## config.mk

```make
export PLATFORM = sky130hd
export DESIGN_NAME = bpm_unit
export DESIGN_NICKNAME = d
export VERILOG_FILES = /design/src/bpm_unit.v
export VERILOG_INCLUDE_DIRS = /design/src
export SDC_FILE = /design/constraint.sdc
export NUM_CORES = 2
export LEC_CHECK = 0
export ABC_AREA = 1
export BUFFER_PORTS_ARGS = -buffer_cell sky130_fd_sc_hd__buf_2
export CAP_MARGIN = 20
export CELL_PAD_IN_SITES_DETAIL_PLACEMENT = 1
export CELL_PAD_IN_SITES_GLOBAL_PLACEMENT = 1
export CORE_MARGIN = 1
export CORE_UTILIZATION = 43
export DETAILED_ROUTE_END_ITERATION = 10
export MAX_ROUTING_LAYER = met4
export PLACE_DENSITY_LB_ADDON = 0.1
export SYNTH_ARGS = -nofsm -noshare
export SYNTH_HDL_FRONTEND = slang
export SYNTH_SLANG_ARGS = --single-unit
```

## constraint.sdc

```tcl
create_clock -name pclk -period 2.5 [get_ports pclk]
set_input_delay 0.5 -clock pclk [delete_from_list [all_inputs] [get_ports pclk]]
set_output_delay 0.5 -clock pclk [all_outputs]
set_load 0.005 [all_outputs]
```

## src/bpm_defines.vh

```
// constants for the breakpoint match unit
`ifndef BPM_DEFINES_VH
`define BPM_DEFINES_VH
// apb byte offsets: address regs take a low and a high word each
`define BPM_OFF_ADDR0_LO 8'h00
`define BPM_OFF_ADDR3_HI 8'h1c
`define BPM_OFF_STAT_LO  8'h20
`define BPM_OFF_STAT_HI  8'h24
`define BPM_OFF_CTRL_LO  8'h28
`define BPM_OFF_CTRL_HI  8'h2c
`define BPM_OFF_MODE     8'h30
// reset values
`define BPM_RST_STAT     32'h0001_0800
`define BPM_RST_CTRL     32'h0000_0000
`define BPM_RST_MODE     2'h0
// field positions
`define BPM_STAT_ACC_BIT 13
`define BPM_CTRL_PROT_BIT 13
`define BPM_CTRL_COND_LSB 16
`define BPM_MODE_LONG_BIT 0
`define BPM_MODE_EXT_BIT 1
// condition codes
`define BPM_COND_EXEC    2'h0
`define BPM_COND_WRITE   2'h1
`define BPM_COND_IO      2'h2
`define BPM_COND_RDWR    2'h3
// length codes
`define BPM_LEN_1        2'h0
`define BPM_LEN_2        2'h1
`define BPM_LEN_8        2'h2
`define BPM_LEN_4        2'h3
// access kinds from the core
`define BPM_KIND_FETCH   2'h0
`define BPM_KIND_WRITE   2'h1
`define BPM_KIND_IO      2'h2
`define BPM_KIND_READ    2'h3
// exception vectors
`define BPM_VEC_DEBUG    8'h01
`define BPM_VEC_BREAK    8'h03
`endif

```

## src/bpm_unit.v

```verilog
// breakpoint match unit: debug registers on apb, range compare, exception classing
//
// Behaviour
// - four ranges of 1, 2, 4, 8 bytes
// - length code 00/01/11/10 gives 1/2/4/8
// - condition selects exec, write, io, read-write
// - length masks low breakpoint address bits
// - io addresses zero-extended from 16 bits
// - any touched byte in range matches
// - byte breakpoints never hit neighbouring bytes
// - exec matches only the first instruction byte
// - 64-bit regs, narrow mode zeroes upper half
// - long mode moves all 64 bits
// - nonzero long-mode writes to reserved upper status/control words raise protection fault when protection is off
// - address regs fully writable, no limit check
// - eight-byte ranges supported in every mode
// - debug on vector 1, breakpoint on 3
// - exec and protect are faults, others traps
// - one report may carry fault and trap
// - hit sets status only in a cycle that raises an exception, enable gates exception
// - access under protection sets flag, faults
// - hardware trap instruction traps, no flags
//
// Design decisions made here: the APB register port and the register offsets.
`timescale 1ns/10ps
`include "bpm_defines.vh"

// register map, byte offsets on the apb side
//   0x00 + 8n : breakpoint n address, low word
//   0x04 + 8n : breakpoint n address, high word
//   0x20      : status, low word
//   0x24      : status, high word (reserved)
//   0x28      : control, low word
//   0x2c      : control, high word (reserved)
//   0x30      : mode, bit0 long mode, bit1 debug extension
//
// control layout
//   bits 0..7   : local and global enable per breakpoint
//   bit 13      : debug register protection
//   bits 16..31 : condition and length, four bits per breakpoint
//
// status layout
//   bits 0..3   : raw hit flags, one per breakpoint
//   bit 13      : protected access seen
//   bits 11, 16 : read as one after reset
//
// apb timing
//   - zero wait states, pready is tied high
//   - read data is taken at the setup edge and stands
//     through the access phase
//   - writes land at the access edge
//   - pslverr only shows during the access phase
//
// refused transfers
//   - unmapped or unaligned offsets: error, no write
//   - any debug register while protection is on: error,
//     no write, read as zero, access flag set, fault raised
//   - long mode, protection off, nonzero write to a reserved upper word:
//     error plus a protection fault pulse
//
// core side timing
//   - each cycle with acc_valid high is one access
//   - all four comparators look at it in that same cycle
//   - exception outputs pulse one edge later for one cycle
//   - fault and trap may pulse together in one report
//
// matching
//   - data and io use the masked base up to base or mask,
//     so a misaligned base still gives an aligned range
//   - an access hits if any touched byte lies in the range
//   - fetch uses exact equality with the stored address,
//     the length field is not looked at for fetches
//   - io condition matches only with the extension bit on
//
// hazards worth knowing
//   - hit flags update only in a cycle that raises an
//     exception; they then show every raw hit, enabled or not
//   - a hardware hit beats a same-cycle software status write
//   - protection drops on any debug exception, also when a
//     control write lands in that same cycle
//   - the mode register is never protected, so software can
//     always leave long mode
//   - addresses are not checked against any address limit

module bpm_unit #(
    parameter NUM_BP = 4
) (
    input  wire        pclk,
    input  wire        presetn,
    input  wire        psel,
    input  wire        penable,
    input  wire        pwrite,
    input  wire [7:0]  paddr,
    input  wire [31:0] pwdata,
    output reg  [31:0] prdata,
    output wire        pready,
    output wire        pslverr,
    input  wire        acc_valid,
    input  wire [1:0]  acc_kind,
    input  wire [63:0] acc_addr,
    input  wire [3:0]  acc_size,
    input  wire        hw_debug_trap_instr,
    input  wire        sw_breakpoint_instr,
    output reg         debug_exception,
    output reg         breakpoint_exception,
    output reg         exc_fault,
    output reg         exc_trap,
    output reg  [7:0]  exc_vector,
    output reg         general_protection_fault
);

    // storage
    reg  [63:0] bp_addr_reg [0:3];      // breakpoint addresses
    reg  [31:0] debug_status_reg;       // sticky status
    reg  [31:0] debug_control_reg;      // enables, conditions, lengths
    reg  [1:0]  mode_reg;               // long mode, debug extension

    wire        long_mode         = mode_reg[`BPM_MODE_LONG_BIT];
    wire        debug_ext_control = mode_reg[`BPM_MODE_EXT_BIT];
    wire        dbgreg_protect_enable = debug_control_reg[`BPM_CTRL_PROT_BIT];

    // apb decode
    wire        apb_setup   = psel & ~penable;
    wire        apb_access  = psel & penable;
    wire        in_addr     = (paddr <= `BPM_OFF_ADDR3_HI);
    wire        mapped      = in_addr | (paddr == `BPM_OFF_STAT_LO) | (paddr == `BPM_OFF_STAT_HI)
                              | (paddr == `BPM_OFF_CTRL_LO) | (paddr == `BPM_OFF_CTRL_HI)
                              | (paddr == `BPM_OFF_MODE);
    wire        word_ok     = (paddr[1:0] == 2'h0);
    wire        is_dbgreg   = mapped & word_ok & (paddr != `BPM_OFF_MODE);
    // protected access: debug regs locked while protection is on
    wire        prot_hit    = apb_access & is_dbgreg & dbgreg_protect_enable;
    // reserved upper halves of status/control in long mode
    wire        resv_hi     = (paddr == `BPM_OFF_STAT_HI) | (paddr == `BPM_OFF_CTRL_HI);
    wire        gp_hit      = apb_access & pwrite & ~dbgreg_protect_enable & long_mode
                              & resv_hi & (pwdata != 32'h0);
    wire        bad_addr    = ~(mapped & word_ok);
    wire        wr_ok       = apb_access & pwrite & ~bad_addr & ~prot_hit & ~gp_hit;

    assign pready  = 1'b1;                                  // zero wait states
    assign pslverr = apb_access & (bad_addr | prot_hit | gp_hit);

    // per-breakpoint fields
    wire [NUM_BP-1:0] bp_en;
    wire [NUM_BP-1:0] bp_hit;
    wire [NUM_BP-1:0] bp_exec_hit;

    // io port address widened with zeros before compare
    wire [63:0] eff_addr  = (acc_kind == `BPM_KIND_IO) ? {48'h0, acc_addr[15:0]} : acc_addr;
    wire [63:0] eff_last  = eff_addr + {60'h0, acc_size} - 64'h1;

    genvar g;
    generate
        for (g = 0; g < NUM_BP; g = g + 1) begin : g_bp
            wire        bp_local_enable  = debug_control_reg[2*g];
            wire        bp_global_enable = debug_control_reg[2*g+1];
            wire [1:0]  bp_condition_field = debug_control_reg[`BPM_CTRL_COND_LSB+4*g +: 2];
            wire [1:0]  bp_length_field    = debug_control_reg[`BPM_CTRL_COND_LSB+4*g+2 +: 2];
            reg  [63:0] len_mask;
            wire [63:0] base;
            wire [63:0] top;
            wire        overlap;
            reg         kind_ok;
            // length code to low-bit mask
            always @* begin
                case (bp_length_field)
                    `BPM_LEN_1: len_mask = 64'h0;
                    `BPM_LEN_2: len_mask = 64'h1;
                    `BPM_LEN_4: len_mask = 64'h3;
                    `BPM_LEN_8: len_mask = 64'h7;
                    default:    len_mask = 64'h0;
                endcase
            end
            // aligned range start and end
            assign base    = bp_addr_reg[g] & ~len_mask;
            assign top     = base | len_mask;
            // any byte of the access inside the range, other bytes may lie beyond it
            assign overlap = (eff_addr <= top) & (base <= eff_last);
            // condition against access kind
            always @* begin
                case (bp_condition_field)
                    `BPM_COND_EXEC:  kind_ok = (acc_kind == `BPM_KIND_FETCH);
                    `BPM_COND_WRITE: kind_ok = (acc_kind == `BPM_KIND_WRITE);
                    `BPM_COND_IO:    kind_ok = (acc_kind == `BPM_KIND_IO) & debug_ext_control;
                    `BPM_COND_RDWR:  kind_ok = (acc_kind == `BPM_KIND_WRITE) | (acc_kind == `BPM_KIND_READ);
                    default:         kind_ok = 1'b0;
                endcase
            end
            assign bp_en[g]       = bp_local_enable | bp_global_enable;
            // fetch hits only at the first byte of the instruction
            assign bp_exec_hit[g] = acc_valid & kind_ok & (bp_condition_field == `BPM_COND_EXEC)
                                    & (eff_addr == bp_addr_reg[g]);
            assign bp_hit[g]      = bp_exec_hit[g] | (acc_valid & kind_ok
                                    & (bp_condition_field != `BPM_COND_EXEC) & overlap);
        end
    endgenerate

    // classification of this cycle's events
    wire [NUM_BP-1:0] en_hit   = bp_hit & bp_en;
    wire        fault_evt = (|(en_hit & bp_exec_hit)) | prot_hit;
    wire        trap_evt  = (|(en_hit & ~bp_exec_hit)) | hw_debug_trap_instr;
    wire        dbg_evt   = fault_evt | trap_evt;

    // exception outputs, one-cycle pulses
    always @(posedge pclk or negedge presetn) begin
        if (!presetn) begin
            debug_exception          <= 1'b0;
            breakpoint_exception     <= 1'b0;
            exc_fault                <= 1'b0;
            exc_trap                 <= 1'b0;
            exc_vector               <= 8'h0;
            general_protection_fault <= 1'b0;
        end else begin
            debug_exception          <= dbg_evt;
            breakpoint_exception     <= sw_breakpoint_instr;
            exc_fault                <= fault_evt;
            exc_trap                 <= trap_evt;
            general_protection_fault <= gp_hit;
            if (dbg_evt) begin
                exc_vector <= `BPM_VEC_DEBUG;
            end else if (sw_breakpoint_instr) begin
                exc_vector <= `BPM_VEC_BREAK;
            end else begin
                exc_vector <= 8'h0;
            end
        end
    end

    // next status: software write first, hardware sets on top so a set wins
    reg [31:0] next_status;
    always @* begin
        next_status = debug_status_reg;
        if (wr_ok && paddr == `BPM_OFF_STAT_LO) begin
            next_status = pwdata;
        end
        // hit flags update only when an exception is raised
        if (fault_evt | (|en_hit)) begin
            next_status[NUM_BP-1:0] = next_status[NUM_BP-1:0] | bp_hit;
        end
        if (prot_hit) begin
            next_status[`BPM_STAT_ACC_BIT] = 1'b1;
        end
    end

    // register writes
    integer i;
    always @(posedge pclk or negedge presetn) begin
        if (!presetn) begin
            for (i = 0; i < NUM_BP; i = i + 1) begin
                bp_addr_reg[i] <= 64'h0;
            end
            debug_status_reg  <= `BPM_RST_STAT;
            debug_control_reg <= `BPM_RST_CTRL;
            mode_reg          <= `BPM_RST_MODE;
        end else begin
            debug_status_reg <= next_status;
            // address words, no limit check on the value
            if (wr_ok && in_addr) begin
                if (!paddr[2]) begin
                    bp_addr_reg[paddr[4:3]][31:0] <= pwdata;
                    if (!long_mode) begin
                        bp_addr_reg[paddr[4:3]][63:32] <= 32'h0;
                    end
                end else if (long_mode) begin
                    bp_addr_reg[paddr[4:3]][63:32] <= pwdata;
                end
            end
            // software write first, then protection drops as the handler is entered
            if (wr_ok && paddr == `BPM_OFF_CTRL_LO) begin
                debug_control_reg <= pwdata;
            end
            if (dbg_evt) begin
                debug_control_reg[`BPM_CTRL_PROT_BIT] <= 1'b0;
            end
            if (wr_ok && paddr == `BPM_OFF_MODE) begin
                mode_reg <= pwdata[1:0];
            end
        end
    end

    // read data captured in the setup cycle
    always @(posedge pclk or negedge presetn) begin
        if (!presetn) begin
            prdata <= 32'h0;
        end else if (apb_setup && !pwrite) begin
            if (is_dbgreg && dbgreg_protect_enable) begin
                // locked registers read as zero
                prdata <= 32'h0;
            end else if (in_addr && word_ok) begin
                // upper half reads as zero outside long mode
                prdata <= paddr[2] ? (long_mode ? bp_addr_reg[paddr[4:3]][63:32] : 32'h0)
                                   : bp_addr_reg[paddr[4:3]][31:0];
            end else if (paddr == `BPM_OFF_STAT_LO) begin
                prdata <= debug_status_reg;
            end else if (paddr == `BPM_OFF_CTRL_LO) begin
                prdata <= debug_control_reg;
            end else if (paddr == `BPM_OFF_MODE) begin
                prdata <= {30'h0, mode_reg};
            end else begin
                prdata <= 32'h0;
            end
        end
    end

endmodule // bpm_unit

```

==> results of run 1 <==
[synth_stat cells (4+ instances only)]
cell type  instances  area (µm²)
o21a_1            14         105
dfrtp_1          359        8980
and3_1             7        43.8
a21boi_0           6        45.0
nor4_1            20         125
nand2_4           12         135
nand2_1          855        3210
a21boi_1           5        37.5
o22ai_1          140         876
xor2_1            36         315
clkbuf_1          80         300
nand3_1          140         701
o21ai_0          462        2310
a221o_1           19         190
nand3_2           15         150
o21ai_1            7        35.0
o221a_2            6        67.6
a21o_1            15         113
o21bai_1          14         105
inv_2             15        56.3
o211ai_1          22         165
o311ai_0          34         298
a31oi_1           29         181
inv_1            629        2360
nor2_4             4        45.0
nor3_1            38         190
ha_1             529        6620
nor2_1           207         777
o2111ai_1         11        96.3
a221oi_1          10        87.6
buf_4              9        67.6
or2_2              9        56.3
a21oi_2            6        52.6
nand3b_1           8        60.1
xnor2_1           26         228
buf_6              4        45.0
o21ai_2            5        43.8
a21oi_1          279        1400
nand2_2           16         100
buf_2             32         160
nand4_1          103         644
nor2_2            11        68.8
buf_1              8        30.0
a211oi_1          29         218
o221ai_1          12         105
[per-stage QoR]
step                std cells  cell area (µm²)
floorplan                4333            33200
global placement         6591            44100
detailed placement       6591            44100
CTS                      6767            47900
[cells by family after synthesis]
kind of cell | after synthesis
AND/OR/NAND/NOR | 1457
AO/OA/AOI/OAI | 1136
buffers and inverters | 780
adder cells (fa/ha/maj) | 530
flip-flops | 361
XOR/XNOR | 62
other | 2
[metal layers]
| layer | global-route usage [%] | overflow |
|---|---|---|
| met5 | - | - |
| met4 | 74.9 | 79 |
| met3 | 60.3 | 3 |
| met2 | 94.5 | 77 |
| met1 | 75.8 | 2 |
[what timing repair did]
item | CTS
pin swaps | 74
hold endpoints to repair | 34
setup endpoints to repair | 328
buffers inserted | 69
resized for setup | 251
hold buffers | 2
gates cloned | 20
==> results.yml, run 1 <==
run_status:
  lastStage: "global routing"
  status: "did not finish"
  firstError: "[ERROR GRT-0232] Routing congestion too high. Check the congestion heatmap in the GUI."
sta:
  grt-worst-endpoint: "exc_vector[1]$_DFF_PN0_/D"
  endpoint_type: "register data pin"
logic_synthesis:
  syn-cell-area_um2: 32400
  ys.warnings.count: 0
  syn_inst: 4328
  synth.distinct_cells: 68
  synth-simple-area-share_pct: 19.9
  synth_compound_area_share_pct: 20.5
  synth-xor-area-share_pct: 1.68
  synth-edff-count: 0
  synthAdderAreaFrac_pct: 20.5
  synth.avg_cell_area_um2: 7.48
  yosysSeqAreaShare_pct: 27.9
  synth_ff_type: "dfrtp_1"
  synth_top_family_by_area: "adder cells"
  muxShareOfSynthArea_pct: 0
  ys_seq_elements: 361
  async_reset_ff_share_pct: 100
die:
  start_util_pct: 43.5
  die_x_um: 276
  die_h_um: 276
  placementRows: 100
  pin_count: 165
placement:
  dp_hpwl_um: 134000
  numPortBuffers: 157
  gp_congestion: 1.03
  dp_slack_ns: -3.78
clock_network:
  cts.sinks: 361
  cts_made_buffers: 47
  cts_buffer_depth: 3
  ctsRootBufferMaster: "clkbuf_16"
  cts-htree-levels: 2
global_route:
  grt_use_total_pct: 77.7
  grt_max_degree: 68
  overflow: 161
  antenna_found_initial: 31
==> inputs of run 2 (changes only) <==
--- a/config.mk
+++ b/config.mk
@@ -9,13 +9,10 @@
 export ABC_AREA = 1
 export BUFFER_PORTS_ARGS = -buffer_cell sky130_fd_sc_hd__buf_2
 export CAP_MARGIN = 20
-export CELL_PAD_IN_SITES_DETAIL_PLACEMENT = 1
-export CELL_PAD_IN_SITES_GLOBAL_PLACEMENT = 1
 export CORE_MARGIN = 1
-export CORE_UTILIZATION = 43
+export CORE_UTILIZATION = 40
 export DETAILED_ROUTE_END_ITERATION = 10
-export MAX_ROUTING_LAYER = met4
-export PLACE_DENSITY_LB_ADDON = 0.1
+export PLACE_DENSITY_LB_ADDON = 0.15
 export SYNTH_ARGS = -nofsm -noshare
 export SYNTH_HDL_FRONTEND = slang
 export SYNTH_SLANG_ARGS = --single-unit
==> constraint.sdc (replaced) <==
create_clock -name pclk -period 3.2 [get_ports pclk]
set_input_delay 0.64 -clock pclk [delete_from_list [all_inputs] [get_ports pclk]]
set_output_delay 0.64 -clock pclk [all_outputs]
set_load 0.005 [all_outputs]
==> results.yml, run 2 <==
layout:
  synthToLayoutAreaGrowth_pct: 39.1
  final_common_cell: "buf_4"
  largest_register_ffs: 256
  nets: 6120
  final_layout_size_suffix_gt1_share_pct: 28.2
  layout_common_cells: "buf_4, nand2_1, inv_1"
  n_antenna_cell: 0
critical_path:
  worstPathRequired_ns: 3.74
  cp.arrival_ns: 5.90
  path_common_cell: "nand2_1"
  worstReg2RegStart: "debug_control_reg[26]$_DFFE_PN0P_"
  crit_family: "compound AO/OA/AOI/OAI gates"
  critPathMaxFanout: 3
  max_stage_delay_ns: 0.30
  crit_buf_inv: 11
  worstSetupPathType: "in2reg"
  cp_slowest_cell: "a21oi_4"
  endpoint_kind: "flip-flop"
  startpoint: "acc_size[1]"
  critPathLaunchType: "input pin"
sta:
  max-slew-margin-rel_pct: 44.8
  finClkSkew_ns: 0.0416
  final-hold-violation-count: 0
  setup_violations: 11
  tightest_slew_ns: 0.818
  maxSlewViolCount: 0
  min_period_ns: 5.36
  max_freq_mhz: 187
  fin_ws_ns: -2.16
  rsz0062_at_grt: "yes"
  finalCritPeriodShare_pct: 167
  fin_tns_setup_ns: -19.91
logic_synthesis:
  ys_seq_elements: 361
  synth.distinct_cells: 68
  syn-cell-area_um2: 32400
  yosysMostFrequentCell: "nand2_1"
  syn_inst: 4328
  synth_ff_type: "dfrtp_1"
  yosysSeqAreaShare_pct: 27.9
  synth-edff-count: 0
  synth_top_area_cell: "dfrtp_1"
  async_reset_ff_share_pct: 100
  ys_top_cells_by_count: "nand2_1, inv_1, ha_1"
  synth_top_area_share_pct: 27.8
  synth.avg_cell_area_um2: 7.48
  ys.warnings.count: 0
  synthTopCellsByArea: "dfrtp_1, ha_1, nand2_1"
routing:
  avgRoutedWirePerCell_um: 22.2
  vias: 35900
  drt_iter0_drc: 3526
  wl_um: 146000
  detail-route-antenna-nets: 0
  drc: 0
  drt_first_pass_iters: 5
  viasPerCell: 5.48
global_route:
  grt_use_total_pct: 34.1
  overflow: 0
  grt_max_degree: 69
  grt_pass1_vias: 33900
  antenna_found_initial: 4
  grt_pass1_wl_um: 211000
clock_network:
  ctsRootBufferMaster: "clkbuf_16"
  cts_tree: "built"
  cts_made_buffers: 45
  cts.sinks: 361
  cts-htree-levels: 2
  cts_buffer_depth: 3
  path_clk_slew_ns: 0.06
  clk_latency_ns: 0.63
placement:
  gp_congestion: 1.02
  dp_slack_ns: -3.12
  dp_hpwl_um: 113000
  numPortBuffers: 157
power_and_ir_drop:
  p_per_area_nw_per_um2: 358
  p_leak_nw: 22.8
  ir_drop_mv: 0.400
die:
  placementRows: 103
  die_h_um: 286
  core_area_um2: 79500
  die_x_um: 286
  die_area_um2: 82000
  start_util_pct: 40.7
  pin_count: 165
run_status:
  violations: "setup timing"
  status: "complete, but fails checks"
worst_hold_path:
  worstHoldPathType: "in2reg"
  holdCritStartpoint: "sw_breakpoint_instr"
flow_run:
  cap_violations: 0
==> run 2: cell counts after synthesis <==
Identical to the previous run, type by type.
==> run 2: what timing repair did <==
action                                 4_1_cts  5_1_grt
buffers inserted                            39       28
setup endpoints to repair                   11      326
cloned                                       0       11
hold buffers                                 1        0
pin swaps                                   63       67
endpoints found under the hold margin       33        0
gates resized for setup                     77      141
==> run 2: cells by family after synthesis <==
group           Yosys count  share of synthesized area, %
compound gates         1136                          20.5
xor+xnor                 62                          1.68
fa+ha+maj               530                          20.5
buf+inv                 780                          9.46
flops                   361                          27.9
other cells               2                        0.0232
simple gates           1457                          19.9
==> run 2: metrics by stage <==
step / cells / power [mW] / cell area (µm²) / util [%] / hold WS (ns)
2_1_floorplan: 4333 / 7.13 / 32500 / - / 0.344
4_1_cts: 6526 / 15.9 / 44100 / 55.4 / 0.146
3_5_place_dp: 6403 / 9.89 / 41800 / 52.6 / 0.473
5_1_grt: 6558 / 16.8 / 45000 / 56.6 / 0.157
6_report: 6558 / 16.1 / 45000 / 56.6 / 0.165
3_3_place_gp: 6403 / 9.86 / 41800 / 52.6 / 0.467
==> run 2: power by group <==
group / internal, mW / switching [mW] / leakage [nW]
clock: 3.59 / 2.31 / 0.805
sequential: 4.59 / 0.0207 / 5.02
combinational: 2.55 / 3.07 / 16.9
==> run 2: final timing paths <==
check                                                    to  slack (ns)  cells past startpoint
setup / recovery              debug_status_reg[1]$_DFF_PN0_       -2.16                     41
hold / removal               breakpoint_exception$_DFF_PN0_        0.16                      1
setup reg to reg                    exc_vector[1]$_DFF_PN0_       -0.50                     20
hold reg to reg            debug_status_reg[28]$_DFFE_PN0P_        0.49                      2
max in group asynchronous  debug_status_reg[11]$_DFFE_PN1P_        1.85                      3
min in group asynchronous      bp_addr_reg[117]$_DFFE_PN0P_        0.55                      2
==> run 2: layout make-up <==
cell class                      count  area [µm²]
Clock buffer                       58        1210
Clock inverter                     25         439
Fill cell                        7581       34500
Inverter                          645        2450
Multi-Input combinational cell   3192       21100
Sequential cell                   361        9040
Tap cell                         1050        1310
Timing Repair Buffer             1227        9470
==> run 2: routing by layer <==
metal	GRT usage [%]	share of wire, %	up-vias	routed length, µm
li1	-	-	17200	-
met1	47.8	44	16800	64100
met2	52.2	42	1561	61600
met3	5.14	8.5	298	12400
met4	14.2	5.2	0	7560
met5	0	0	-	0
(Power assumes the default switching activity.)
